### config.mk
export PLATFORM = sky130hd
export DESIGN_NAME = srr_top
export DESIGN_NICKNAME = d
export VERILOG_FILES = /design/src/core/srr_pkg.sv /design/src/core/srr_cnt_if.sv /design/src/core/srr_cnt.sv /design/src/core/srr_top.sv
export VERILOG_INCLUDE_DIRS = /design/src /design/src/core
export SDC_FILE = /design/constraint.sdc
export NUM_CORES = 1
export LEC_CHECK = 0
export BUFFER_PORTS_ARGS = -buffer_cell sky130_fd_sc_hd__buf_2
export CORE_ASPECT_RATIO = 1.2
export CORE_MARGIN = 1.5
export CORE_UTILIZATION = 50
export CTS_BUF_LIST = sky130_fd_sc_hd__clkbuf_16
export CTS_CLUSTER_DIAMETER = 120
export CTS_CLUSTER_SIZE = 24
export DETAILED_ROUTE_END_ITERATION = 10
export GPL_ROUTABILITY_DRIVEN = 1
export GPL_TIMING_DRIVEN = 0
export PLACE_DENSITY = 0.85
export SETUP_SLACK_MARGIN = 0.02
export SLEW_MARGIN = 20
export SYNTH_ARGS = -nofsm -noshare
export SYNTH_HDL_FRONTEND = slang
export SYNTH_SLANG_ARGS = --single-unit
### constraint.sdc
create_clock -name aclk -period 2.45 [get_ports aclk]
set_input_delay 0.49 -clock aclk [delete_from_list [all_inputs] [get_ports aclk]]
set_output_delay 0.49 -clock aclk [all_outputs]
set_load 0.01 [all_outputs]
### src/core/srr_cfg.svh
// constants of the stop recovery and debug reset sequencer
// assumes a 200 MHz aclk and AXI4-Lite register access
// Overview of operation
// - a one written to the debug reset request bit starts a full system reset
// - the debug unit keeps its state; everything else takes the system reset
// - hardware clears the debug reset request bit once the reset is underway
// - the power-on flag reads set after a debug reset completes
// - wake-up holds the core 66 watchdog-oscillator then 16 system-clock cycles
// - stop recovery changes only watchdog control flags; all other state is kept (the code also sets interrupt status bit 0)
// - after recovery the core loads the vector from bytes 0002H and 0003H
// - every stop wake-up sets the stop-recovery flag
// - watchdog time-out wakes stop; its interrupt follows recovery when enabled
// - a watchdog wake-up sets both watchdog-timeout and stop-recovery flags
// - an enabled pin changing level either way wakes the device
// - the port input sample register does not capture while in stop
// - a pin level is captured only if it lasts past the recovery delay
`ifndef SRR_CFG_SVH
`define SRR_CFG_SVH

// register offsets, byte addresses
`define SRR_OFF_CTRL 8'h00
`define SRR_OFF_WCTL 8'h04
`define SRR_OFF_ISTAT 8'h08
`define SRR_OFF_IMASK 8'h0C
`define SRR_OFF_WAKE_EN 8'h10
`define SRR_OFF_PORT_IN 8'h14
`define SRR_OFF_STATE 8'h18

// field positions
`define SRR_CTRL_RST 0
`define SRR_WCTL_POR 0
`define SRR_WCTL_STOP 1
`define SRR_WCTL_WDT 2
`define SRR_IRQ_WAKE 0
`define SRR_IRQ_DBG 1
`define SRR_IRQ_PIN 2

// reset values
`define SRR_WCTL_RST 3'h0
`define SRR_IMASK_RST 3'h0
`define SRR_WAKE_EN_RST 1'b0
`define SRR_VEC_ADDR 16'h0002

// timing
`define SRR_WDO_CYCLES 7'h42
`define SRR_SYS_CYCLES 7'h10
`define SRR_CLK_HZ 200000000
`define SRR_WDO_HZ 10000

`endif

### src/core/srr_pkg.sv
// types of the stop recovery and debug reset sequencer
// assumes nothing beyond the sequencer itself
package srr_pkg;

    // sequencer states
    typedef enum logic [1:0] {SRR_RUN, SRR_STOP, SRR_HOLD_WDO, SRR_HOLD_SYS} srr_state_t;

endpackage

### src/core/srr_cnt_if.sv
// control bundle between the sequencer and one hold counter
// assumes both ends run on aclk
`timescale 1ns/100ps
interface srr_cnt_if #(parameter int W = 7);
    logic load;
    logic [W-1:0] init;
    logic en;
    logic done;
    modport ctl (output load, output init, output en, input done);
    modport cnt (input load, input init, input en, output done);
endinterface

### src/core/srr_cnt.sv
// loadable down counter for one phase of the reset hold
// assumes a synchronous active-low reset on aclk
`timescale 1ns/100ps
module srr_cnt #(parameter int W = 7)
(
    input wire logic aclk,    // system clock
    input wire logic aresetn, // sync reset, active low
    srr_cnt_if.cnt c          // load, enable, done
);
    logic [W-1:0] cnt_q;

    // done marks the enable that consumes the last count
    assign c.done = c.en && (cnt_q == W'(1));

    // load wins over counting
    always_ff @(posedge aclk)
    begin
        if (!aresetn)
            cnt_q <= '0;
        else if (c.load)
            cnt_q <= c.init;
        else if (c.en && cnt_q != '0)
            cnt_q <= cnt_q - W'(1);
    end
endmodule

### src/core/srr_top.sv
// stop recovery and debug reset sequencer with AXI4-Lite registers
// assumes core, debug unit and watchdog on aclk; port pins asynchronous
`timescale 1ns/100ps
`include "srr_cfg.svh"
module srr_top #(
    parameter int NPIN = 8,
    parameter int WDO_DIV = `SRR_CLK_HZ / `SRR_WDO_HZ
)
(
    input wire logic aclk,              // 200 MHz system clock
    input wire logic aresetn,           // sync reset, active low
    input wire logic [7:0] awaddr,      // write address
    input wire logic awvalid,           // write address valid
    output logic awready,               // write address ready
    input wire logic [31:0] wdata,      // write data
    input wire logic [3:0] wstrb,       // write strobes
    input wire logic wvalid,            // write data valid
    output logic wready,                // write data ready
    output logic [1:0] bresp,           // write response
    output logic bvalid,                // write response valid
    input wire logic bready,            // write response ready
    input wire logic [7:0] araddr,      // read address
    input wire logic arvalid,           // read address valid
    output logic arready,               // read address ready
    output logic [31:0] rdata,          // read data
    output logic [1:0] rresp,           // read response
    output logic rvalid,                // read data valid
    input wire logic rready,            // read data ready
    input wire logic stop_exec,         // core executed stop, pulse
    input wire logic wdt_timeout,       // watchdog time-out, pulse
    input wire logic wdt_irq_mode,      // watchdog set for interrupt
    input wire logic irq_enabled,       // core accepts interrupts
    input wire logic wdt_irq_ack,       // core took the watchdog irq
    input wire logic [NPIN-1:0] port_pin, // asynchronous port pins
    output logic core_reset,            // core held in reset
    output logic sys_reset,             // peripherals reset, not debug unit
    output logic vec_fetch,             // pulse: fetch reset vector
    output logic [15:0] vec_addr,       // reset vector address
    output logic wdt_irq,               // watchdog irq to core
    output logic [NPIN-1:0] port_in_sample, // port input sample register
    output logic irq                    // block interrupt, level
);
    localparam int DIV_W = $clog2(WDO_DIV + 1);

    logic [DIV_W-1:0] div_q;
    logic wdo_tick_q;
    logic [NPIN-1:0] pin_m_q, pin_s_q, port_in_q, wake_en_q;
    srr_pkg::srr_state_t state_q;
    logic dbg_q, core_reset_q, sys_reset_q, vec_fetch_q, wdt_pend_q, wdt_irq_q;
    logic [15:0] vec_addr_q;
    logic ctrl_rst_q, irq_q;
    logic [2:0] wctl_q, istat_q, imask_q;
    logic aw_have_q, w_have_q, awready_q, wready_q, bvalid_q, arready_q, rvalid_q;
    logic [7:0] aw_addr_q;
    logic [31:0] w_data_q, rdata_q;
    logic [3:0] w_strb_q;
    logic [1:0] bresp_q, rresp_q;
    logic wake_pin, wake_wdt, stop_wake, dbg_go, hold_go, wr_fire, wr_en;
    logic wr_ctrl, wr_wctl, wr_istat, wr_imask, wr_wake, wr_hit;
    logic [31:0] rd_data;
    logic rd_hit;

    srr_cnt_if #(.W(7)) wdo_c ();
    srr_cnt_if #(.W(7)) sys_c ();

    // oscillator tick divider; runs free, not restarted by a hold, so the first phase's first tick may come early
    always_ff @(posedge aclk)
    begin
        if (!aresetn)
        begin
            div_q <= '0;
            wdo_tick_q <= 1'b0;
        end
        else if (div_q == DIV_W'(WDO_DIV - 1))
        begin
            div_q <= '0;
            wdo_tick_q <= 1'b1;
        end
        else
        begin
            div_q <= div_q + DIV_W'(1);
            wdo_tick_q <= 1'b0;
        end
    end

    // two-stage pin synchroniser
    always_ff @(posedge aclk)
    begin
        if (!aresetn)
        begin
            pin_m_q <= '0;
            pin_s_q <= '0;
        end
        else
        begin
            pin_m_q <= port_pin;
            pin_s_q <= pin_m_q;
        end
    end

    // wake and start conditions
    assign wake_pin = |((pin_s_q ^ port_in_q) & wake_en_q);
    assign wake_wdt = wdt_timeout;
    assign stop_wake = (state_q == srr_pkg::SRR_STOP) && (wake_pin || wake_wdt);
    assign dbg_go = ctrl_rst_q && (state_q == srr_pkg::SRR_RUN);
    assign hold_go = dbg_go || stop_wake;

    // hold phase counters: oscillator ticks, then system clocks
    assign wdo_c.load = hold_go;
    assign wdo_c.init = `SRR_WDO_CYCLES;
    assign wdo_c.en = (state_q == srr_pkg::SRR_HOLD_WDO) && wdo_tick_q;
    assign sys_c.load = (state_q == srr_pkg::SRR_HOLD_WDO) && wdo_c.done;
    assign sys_c.init = `SRR_SYS_CYCLES;
    assign sys_c.en = (state_q == srr_pkg::SRR_HOLD_SYS);

    srr_cnt #(.W(7)) u_wdo_cnt (.aclk(aclk), .aresetn(aresetn), .c(wdo_c));
    srr_cnt #(.W(7)) u_sys_cnt (.aclk(aclk), .aresetn(aresetn), .c(sys_c));

    // sequencer; stop is entered only from the core's stop instruction
    always_ff @(posedge aclk)
    begin
        if (!aresetn)
        begin
            state_q <= srr_pkg::SRR_RUN;
            dbg_q <= 1'b0;
        end
        else
        begin
            unique case (state_q)
                srr_pkg::SRR_RUN:
                    if (dbg_go)
                    begin
                        state_q <= srr_pkg::SRR_HOLD_WDO;
                        dbg_q <= 1'b1;
                    end
                    else if (stop_exec)
                    begin
                        state_q <= srr_pkg::SRR_STOP;
                        dbg_q <= 1'b0;
                    end
                srr_pkg::SRR_STOP:
                    if (stop_wake)
                        state_q <= srr_pkg::SRR_HOLD_WDO;
                srr_pkg::SRR_HOLD_WDO:
                    if (wdo_c.done)
                        state_q <= srr_pkg::SRR_HOLD_SYS;
                srr_pkg::SRR_HOLD_SYS:
                    if (sys_c.done)
                        state_q <= srr_pkg::SRR_RUN;
            endcase
        end
    end

    // reset outputs; stop recovery leaves peripherals and ram alone
    always_ff @(posedge aclk)
    begin
        if (!aresetn)
        begin
            core_reset_q <= 1'b0;
            sys_reset_q <= 1'b0;
        end
        else if (hold_go)
        begin
            core_reset_q <= 1'b1;
            sys_reset_q <= dbg_go;
        end
        else if (sys_c.done)
        begin
            core_reset_q <= 1'b0;
            sys_reset_q <= 1'b0;
        end
    end

    // vector fetch request on release
    always_ff @(posedge aclk)
    begin
        if (!aresetn)
        begin
            vec_fetch_q <= 1'b0;
            vec_addr_q <= `SRR_VEC_ADDR;
        end
        else
        begin
            vec_fetch_q <= sys_c.done;
            vec_addr_q <= `SRR_VEC_ADDR;
        end
    end

    // watchdog irq deferred until the core is released
    always_ff @(posedge aclk)
    begin
        if (!aresetn)
        begin
            wdt_pend_q <= 1'b0;
            wdt_irq_q <= 1'b0;
        end
        else
        begin
            if (stop_wake && wake_wdt && wdt_irq_mode && irq_enabled)
                wdt_pend_q <= 1'b1;
            else if (sys_c.done)
                wdt_pend_q <= 1'b0;
            if (sys_c.done && wdt_pend_q)
                wdt_irq_q <= 1'b1;
            else if (wdt_irq_ack)
                wdt_irq_q <= 1'b0;
        end
    end

    // input sampling frozen outside run, so short wake pulses go unrecorded
    always_ff @(posedge aclk)
    begin
        if (!aresetn)
            port_in_q <= '0;
        else if (state_q == srr_pkg::SRR_RUN)
            port_in_q <= pin_s_q;
    end

    // register bus decode
    assign wr_fire = aw_have_q && w_have_q && !bvalid_q;
    assign wr_en = wr_fire && w_strb_q[0];
    assign wr_ctrl = wr_en && aw_addr_q == `SRR_OFF_CTRL;
    assign wr_wctl = wr_en && aw_addr_q == `SRR_OFF_WCTL;
    assign wr_istat = wr_en && aw_addr_q == `SRR_OFF_ISTAT;
    assign wr_imask = wr_en && aw_addr_q == `SRR_OFF_IMASK;
    assign wr_wake = wr_en && aw_addr_q == `SRR_OFF_WAKE_EN;
    assign wr_hit = aw_addr_q == `SRR_OFF_CTRL || aw_addr_q == `SRR_OFF_WCTL ||
        aw_addr_q == `SRR_OFF_ISTAT || aw_addr_q == `SRR_OFF_IMASK ||
        aw_addr_q == `SRR_OFF_WAKE_EN || aw_addr_q == `SRR_OFF_PORT_IN ||
        aw_addr_q == `SRR_OFF_STATE;

    // request bit: hardware clears it as the reset starts, a new write wins
    always_ff @(posedge aclk)
    begin
        if (!aresetn)
            ctrl_rst_q <= 1'b0;
        else if (wr_ctrl)
            ctrl_rst_q <= w_data_q[`SRR_CTRL_RST];
        else if (dbg_go)
            ctrl_rst_q <= 1'b0;
    end

    // watchdog control flags; set wins over write-one-to-clear
    always_ff @(posedge aclk)
    begin
        if (!aresetn)
            wctl_q <= `SRR_WCTL_RST;
        else
        begin
            wctl_q[`SRR_WCTL_POR] <= (wctl_q[`SRR_WCTL_POR] &
                ~(wr_wctl & w_data_q[`SRR_WCTL_POR])) | (sys_c.done & dbg_q);
            wctl_q[`SRR_WCTL_STOP] <= (wctl_q[`SRR_WCTL_STOP] &
                ~(wr_wctl & w_data_q[`SRR_WCTL_STOP])) | stop_wake;
            wctl_q[`SRR_WCTL_WDT] <= (wctl_q[`SRR_WCTL_WDT] &
                ~(wr_wctl & w_data_q[`SRR_WCTL_WDT])) | (stop_wake & wake_wdt);
        end
    end

    // interrupt status, mask and wake enables
    always_ff @(posedge aclk)
    begin
        if (!aresetn)
        begin
            istat_q <= 3'h0;
            imask_q <= `SRR_IMASK_RST;
            wake_en_q <= {NPIN{`SRR_WAKE_EN_RST}};
            irq_q <= 1'b0;
        end
        else
        begin
            istat_q <= (istat_q & ~({3{wr_istat}} & w_data_q[2:0])) |
                {(state_q == srr_pkg::SRR_RUN) && (pin_s_q != port_in_q),
                 sys_c.done & dbg_q, stop_wake};
            if (wr_imask)
                imask_q <= w_data_q[2:0];
            if (wr_wake)
                wake_en_q <= w_data_q[NPIN-1:0];
            irq_q <= |(istat_q & imask_q);
        end
    end

    // write channels, taken in either order, one write at a time
    always_ff @(posedge aclk)
    begin
        if (!aresetn)
        begin
            aw_have_q <= 1'b0;
            w_have_q <= 1'b0;
            awready_q <= 1'b1;
            wready_q <= 1'b1;
            bvalid_q <= 1'b0;
            bresp_q <= 2'h0;
            aw_addr_q <= 8'h00;
            w_data_q <= 32'h0000_0000;
            w_strb_q <= 4'h0;
        end
        else
        begin
            if (awvalid && awready_q)
            begin
                aw_have_q <= 1'b1;
                awready_q <= 1'b0;
                aw_addr_q <= awaddr;
            end
            if (wvalid && wready_q)
            begin
                w_have_q <= 1'b1;
                wready_q <= 1'b0;
                w_data_q <= wdata;
                w_strb_q <= wstrb;
            end
            if (wr_fire)
            begin
                aw_have_q <= 1'b0;
                w_have_q <= 1'b0;
                bvalid_q <= 1'b1;
                bresp_q <= wr_hit ? 2'h0 : 2'h2;
            end
            else if (bvalid_q && bready)
            begin
                bvalid_q <= 1'b0;
                awready_q <= 1'b1;
                wready_q <= 1'b1;
            end
        end
    end

    // read mux; unmapped words answer slverr with zero data
    always_comb
    begin
        rd_data = 32'h0000_0000;
        rd_hit = 1'b1;
        unique case (araddr)
            `SRR_OFF_CTRL: rd_data[`SRR_CTRL_RST] = ctrl_rst_q;
            `SRR_OFF_WCTL: rd_data[2:0] = wctl_q;
            `SRR_OFF_ISTAT: rd_data[2:0] = istat_q;
            `SRR_OFF_IMASK: rd_data[2:0] = imask_q;
            `SRR_OFF_WAKE_EN: rd_data[NPIN-1:0] = wake_en_q;
            `SRR_OFF_PORT_IN: rd_data[NPIN-1:0] = port_in_q;
            `SRR_OFF_STATE: rd_data[1:0] = state_q;
            default: rd_hit = 1'b0;
        endcase
    end

    // read channel
    always_ff @(posedge aclk)
    begin
        if (!aresetn)
        begin
            arready_q <= 1'b1;
            rvalid_q <= 1'b0;
            rdata_q <= 32'h0000_0000;
            rresp_q <= 2'h0;
        end
        else if (arvalid && arready_q)
        begin
            arready_q <= 1'b0;
            rvalid_q <= 1'b1;
            rdata_q <= rd_data;
            rresp_q <= rd_hit ? 2'h0 : 2'h2;
        end
        else if (rvalid_q && rready)
        begin
            rvalid_q <= 1'b0;
            arready_q <= 1'b1;
        end
    end

    assign awready = awready_q;
    assign wready = wready_q;
    assign bvalid = bvalid_q;
    assign bresp = bresp_q;
    assign arready = arready_q;
    assign rvalid = rvalid_q;
    assign rdata = rdata_q;
    assign rresp = rresp_q;
    assign core_reset = core_reset_q;
    assign sys_reset = sys_reset_q;
    assign vec_fetch = vec_fetch_q;
    assign vec_addr = vec_addr_q;
    assign wdt_irq = wdt_irq_q;
    assign port_in_sample = port_in_q;
    assign irq = irq_q;

    // helper counters over each hold phase, read only by checks
    logic [7:0] chk_tick_q, chk_sys_q;
    always_ff @(posedge aclk)
    begin
        if (!aresetn || hold_go)
        begin
            chk_tick_q <= 8'h00;
            chk_sys_q <= 8'h00;
        end
        else
        begin
            if (state_q == srr_pkg::SRR_HOLD_WDO && wdo_tick_q)
                chk_tick_q <= chk_tick_q + 8'h01;
            if (state_q == srr_pkg::SRR_HOLD_SYS)
                chk_sys_q <= chk_sys_q + 8'h01;
        end
    end
endmodule

Word level (Yosys, flattened, before mapping)
Index checks and enable logic that the tools add are counted.
{"block": "word_totals", "ram_bits": 0, "latchBits": 0, "wordCells": 181, "n_memories": 0, "mem_bits_ro": 0, "ff_bits": 117}
{"block": "classes", "mul": 0, "reduce_logical": 58, "n_eq_ne": 23, "div_mod_pow": 0, "muxes": 40, "bitwise_logic": 22, "addsub": 3, "shift": 0, "n_lt_le_gt_ge": 0}
{"cell": "== test 8 x 5 -> 1 bit (second input constant)", "n": 6}
{"cell": "== test 8 x 4 -> 1 bit (second input constant)", "n": 4}
{"cell": "logical AND 1 bit", "n": 26}
{"cell": "2-to-1 mux 1 bit", "n": 24}
{"cell": "nonzero test 2 bit", "n": 9}
{"cell": "== test 8 x 3 -> 1 bit (second input constant)", "n": 2}
{"cell": "zero test 8 bit", "n": 2}
{"cell": "adder 15 x 1 -> 15 bit (second input constant)", "n": 1}
{"cell": "== test 15 bit (second input constant)", "n": 1}
{"cell": "== test 7 x 1 -> 1 bit (second input constant)", "n": 2}
{"cell": "2-to-1 mux 2 bit", "n": 7}
{"cell": "2-to-1 mux 7 bit", "n": 2}
{"cell": "nonzero test 7 bit", "n": 2}
{"cell": "subtractor 7 x 1 -> 7 bit (second input constant)", "n": 2}
{"cell": "2-to-1 mux 5 bit", "n": 2}
{"cell": "case mux 5 bit (2 select lines)", "n": 1}
{"cell": "AND 3 bit", "n": 3}
{"cell": "AND 1 bit", "n": 8}
{"cell": "AND 8 bit", "n": 1}
{"cell": "logical OR 1 bit", "n": 8}
{"cell": "inequality test 8 bit", "n": 1}
{"cell": "case mux 2 bit (4 select lines)", "n": 1}
{"cell": "OR reduction 2 bit", "n": 4}
{"cell": "OR reduction 8 bit", "n": 1}
{"cell": "18 further kinds", "n": 26}

Longest topological paths before layout
{"block": "logic_depth", "ltp_word": 9, "mapped_depth": 7, "mapped_depth_nobuf": 7}

By module
From an unflattened synthesis, not the netlist that was laid out.
{"block": "hier_totals", "hier_cells": 608, "area_unflattened_um2": 5361.4}
{"mod": "srr_top", "cells_per_inst": 490, "n_inst": 1, "area_per_inst_um2": 4418.0}
{"mod": "srr_cnt", "cells_per_inst": 59, "n_inst": 2, "area_per_inst_um2": 471.7}

Worst setup path after synthesis
No wires, ideal clock.
{"block": "synth_path", "kind": "register to register", "startpoint": "reg aw_addr_q[1]", "endpoint": "reg wctl_q[1]", "required_ns": 2.335, "path_slack_ns": 0.733, "arrival_time_ns": 1.603, "stages_incl_launch_ff": 6, "period_less_slack_ns": 1.717, "path_buffers": 0, "path_cell_list": "dfxtp_1 -> or4_4 -> nor4_4 -> and3b_1 -> a21boi_1 -> o21a_1"}
{"block": "synth_between", "elab_chain_len": 6}
{"item": "start: declaration", "line_no": "srr_top.sv:54", "rtl": "logic [7:0] aw_addr_q;"}
{"item": "start signal: assignment", "line_no": "srr_top.sv:303", "rtl": "aw_addr_q <= awaddr;"}
{"item": "== test 8 x 3 -> 1 bit (no source line)"}
{"item": "logical AND 1 bit (no source line)"}
{"item": "AND 1 bit", "line_no": "srr_top.sv:253", "rtl": "~(wr_wctl & w_data_q[`SRR_WCTL_STOP])) | stop_wake;"}
{"item": "inverter 1 bit", "line_no": "srr_top.sv:253"}
{"item": "AND 1 bit", "line_no": "srr_top.sv:252", "rtl": "wctl_q[`SRR_WCTL_STOP] <= (wctl_q[`SRR_WCTL_STOP] &"}
{"item": "OR 1 bit", "line_no": "srr_top.sv:252"}
{"item": "end signal: indexed assignment", "line_no": "srr_top.sv:250", "rtl": "wctl_q[`SRR_WCTL_POR] <= (wctl_q[`SRR_WCTL_POR] &"}
{"item": "end signal: indexed assignment", "line_no": "srr_top.sv:252"}
{"item": "end signal: indexed assignment", "line_no": "srr_top.sv:254", "rtl": "wctl_q[`SRR_WCTL_WDT] <= (wctl_q[`SRR_WCTL_WDT] &"}
{"item": "end: declaration", "line_no": "srr_top.sv:52", "rtl": "logic [2:0] wctl_q, istat_q, imask_q;"}
No other way between the ends.
A chain may end at the register's enable or synchronous reset.

Worst setup path after layout
{"block": "layout_path", "startpoint": "reg aw_addr_q[1]", "endpoint": "reg imask_q[1]"}
{"block": "layout_between", "elab_chain_len": 2}
{"item": "== test 8 x 4 -> 1 bit (no source line)"}
{"item": "logical AND 1 bit (no source line)"}
{"item": "end signal: assignment", "line_no": "srr_top.sv:265", "rtl": "imask_q <= `SRR_IMASK_RST;"}
{"item": "end signal: assignment", "line_no": "srr_top.sv:275", "rtl": "imask_q <= w_data_q[2:0];"}
{"item": "end: declaration", "line_no": "srr_top.sv:52"}
No other way between the ends.

==> Implementation_results.wiki <==
{| class="wikitable"
! Metric !! Value
|-
| Number of antenna repair diodes || 0
|-
| Share of layout cells above drive strength 1 || a little over a fifth
|-
| Detail Placement HPWL || between 8 and 9 mm
|-
| Launching element of the worst setup path || aw_addr_q[1]
|-
| Class of the tightest hold or removal check || in2reg
|-
| Period utilization || 80.36%
|-
| First-pass GRT wire length || 19.32 mm
|-
| CP max-delay cell || sky130_fd_sc_hd__or4_4
|-
| Flops & latches, synth || 115
|-
| Worst path max stage delay || 0.57 ns
|-
| Post-synthesis mux area share || 6.367%
|-
| Floorplan die area || 0.01080 mm2
|-
| R2R depth || 5
|-
| Total global routing overflow || 0
|-
| First-pass DRT Iterations || 5
|-
| Global placement routability congestion || slightly below 0.9
|-
| Leakage power total || approximately 0.0028 uW
|-
| Via count || 4376
|-
| Sum of negative setup slack || 0 ns
|-
| Number of warnings printed during yosys synthesis || 0
|-
| # clock sinks || 115
|-
| Mean cell area of the mapped netlist || 8.852 um2
|-
| Post-synthesis xor/xnor area fraction || 4.990%
|-
| Maximum number of pins on one net before global-route repair || 17
|-
| Number of hold-slack violations in the final timing report || 0
|-
| Cell breakdown of the critical path || or4_4 > nor4_4 > nand3_1 > mux2i_1 > nor2_1
|-
| Cell at the root of the clock tree || sky130_fd_sc_hd__clkbuf_16
|-
| Fraction of the yosys area taken by sequential cells || 45.23%
|-
| Worst voltage drop across the vdd grid || 0.5426 mV
|-
| Hold wc startpoint || port_pin[3]
|-
| RSZ-0062 raised after global routing || no
|-
| DRC viols || 0
|-
| Clock period minus final worst setup slack || 1.969 ns
|-
| Hold-fix buffers at CTS || 0
|-
| Hold Path Depth || 2
|-
| Number of buffers on the longest clock path || 2
|-
| Worst reg2reg path startpoint || aw_addr_q[1]
|-
| Yosys top cell by area || sky130_fd_sc_hd__dfxtp_1
|-
| Max Transition Viols Final || 0
|-
| Dominant combinational cell family by area after synthesis || simple AND/OR/NAND/NOR gates
|-
| Worst path arrival time || around 2.3 ns
|-
| Die Span X || 95.11 um
|-
| Post-synth EDFFs || 0
|-
| Global-route usage over all layers || 23.18%
|-
| Postcts setup bufs || 0
|-
| Leading cell type by number of instances after synthesis || sky130_fd_sc_hd__dfxtp_1
|-
| Startpoint kind of the worst setup timing path || flop
|-
| Via count of the first global-routing pass || 4228
|-
| Sort of element at the end of the critical path || flop
|-
| Y dimension of the die || 113.5 um
|-
| Fin cells || roughly 840
|-
| Routed WL per cell || 14.12 um
|-
| Starting DRC count in detailed routing || 227
|-
| Final Net Count || 787
|-
| Worst rel slew slack || just under 50%
|-
| Final Setup Violations || 0
|-
| Worst-path fanout max || 6
|-
| WP data required || 2.73 ns
|-
| Peak clock frequency supported by timing || around 510 MHz
|-
| Simple-gate area share of the yosys netlist || between 20% and 30%
|-
| Worst Clk Skew || 0.008580 ns
|-
| Largest cells by area after synthesis || sky130_fd_sc_hd__dfxtp_1 (45%), sky130_fd_sc_hd__buf_4 (6.2%), sky130_fd_sc_hd__mux2i_1 (5.7%)
|-
| Count of distinct cell types in the synthesized netlist || 56
|-
| I/O pin cnt || 142
|-
| Most frequent cells after synthesis || sky130_fd_sc_hd__dfxtp_1 (115), sky130_fd_sc_hd__nor2_1 (69), sky130_fd_sc_hd__nand2_1 (56), sky130_fd_sc_hd__a21oi_1 (48), sky130_fd_sc_hd__buf_4 (42)
|-
| Clock Latency Late Sink || 0.41 ns
|-
| Layout area overhead || 23.72%
|-
| Ratio of total power to cell area || 784.3 mW/mm2
|-
| Outcome || finished, final reports clean
|-
| Number of vias per cell || 5.191
|-
| Total core area || between 0.009 and 0.01 mm2
|-
| Placed insts || 811
|-
| Post-cts sizing count || 0
|-
| Netlist Area Pre-Place || 0.005090 mm2
|-
| Synth Flop Type || sky130_fd_sc_hd__dfxtp_1
|-
| Starting Density || between 50% and 60%
|-
| Post-synthesis async set-or-reset flop share || 0%
|-
| Number of violations of the max-capacitance limit || 0
|-
| Post-route total power || 4939 uW
|-
| Antenna violations before repair || 0
|-
| Category of the critical setup timing path || reg2reg
|-
| Transition at the pin with the smallest max-transition slack || 0.7696 ns
|-
| Cell Rows || 40
|-
| CTS clock-pin slew for the worst setup and hold paths || 0.06 ns
|-
| Share of the synthesized area in the top cell type || 45.23%
|-
| Depth of the CTS H-tree || 4
|-
| Final core area utilization || 63.23%
|-
| Number of nets still failing antenna checks after routing || 0
|-
| Compound-gate portion of the synthesized area || 11.21%
|-
| Adder and majority cell fraction of the synthesized area || under 10%
|-
| Number of cells produced by synthesis || 575
|-
| Clock tree from TritonCTS || yes
|-
| # port buffers || 70
|-
| Final wirelength || 11.90 mm
|-
| Total CTS buffers || 17
|}
-- per-layer routing --
layer / vias up / part of all wire [%] / routed length [um] / global-route usage, %
met3: 31 / 6.2 / 736 / 6.533
met4: 0 / 2.7 / 322 / 11.34
li1: 2148 / - / - / -
met2: 159 / 50 / 5962 / 39.81
met5: - / 0 / 0 / 0
met1: 2038 / 41 / 4878 / 25.89
-- cells by family (layout without fill, tap and decap cells) --
kind of cell,count (synthesis),after routing
simple gates,216,216
flops,115,115
compound gates,92,92
buf+inv,78,180
mux,32,32
xor+xnor,29,29
fa+ha+maj,11,11
other cells,2,42
-- critical path, delay by kind of cell (launching register included) --
family	cells	cell delay (ns)
mux	1	0.25
flops	1	0.31
simple gates	4	1.28
-- sequential cells by signal, summed over array words and instances (netlist names), 7 cells and up --
name and flops:
pin_m_q 8, w_data_q 8, div_q 15, u_wdo_cnt.cnt_q 7, aw_addr_q 8, pin_s_q 8, wake_en_q 8, rdata 8
port_in_sample 8, u_sys_cnt.cnt_q 7
-- cells in the final DEF, fill, tap and decap left out, drive strengths merged, types with 11 or more instances in the layout --
cell	count
a21oi	48
xor2	19
clkbuf	31
dfxtp	115
mux2i	29
and2	19
buf	118
conb	42
nand3	21
nor3	17
nand2	56
inv	21
nor2	69
ha	11
-- stage by stage --
| stage | worst slack (ns) | hold WS [ns] | area [um2] |
|---|---|---|---|
| floorplan | 0.7326 | 0.4119 | 5240 |
| global placement | 0.5589 | 0.4150 | 5748 |
| detailed placement | 0.5358 | 0.4184 | 5748 |
| CTS | 0.4673 | 0.2685 | 6297 |
| global route | 0.3510 | 0.2719 | 6297 |
| finish | 0.4812 | 0.2783 | 6297 |
-- cell type report --
cell class / instances / area (um2)
repair buffers: 70 / 350.3
clock inverters: 15 / 123.9
inverters: 16 / 60.06
flip-flops and latches: 115 / 2302
fillers: 817 / 3662
clock buffers: 17 / 425.4
plain buffers: 62 / 391.6
multi-input cells: 422 / 2486
well taps: 126 / 157.7
-- power by group --
part	switching (uW)	leakage, uW	internal (uW)	total [uW]
clock network	923	0.000262	1310	2230
logic	364	0.00164	289	653
registers	85.1	0.000937	1970	2050
total	1370	0.00284	3570	4940
-- worst paths after layout --
check        slack [ns]         end
max                0.48  imask_q[1]
min                0.28  pin_m_q[3]
max reg2reg        0.48  imask_q[1]
min reg2reg        0.43  pin_s_q[2]
No activity file was read; power rests on OpenSTA's default activity.
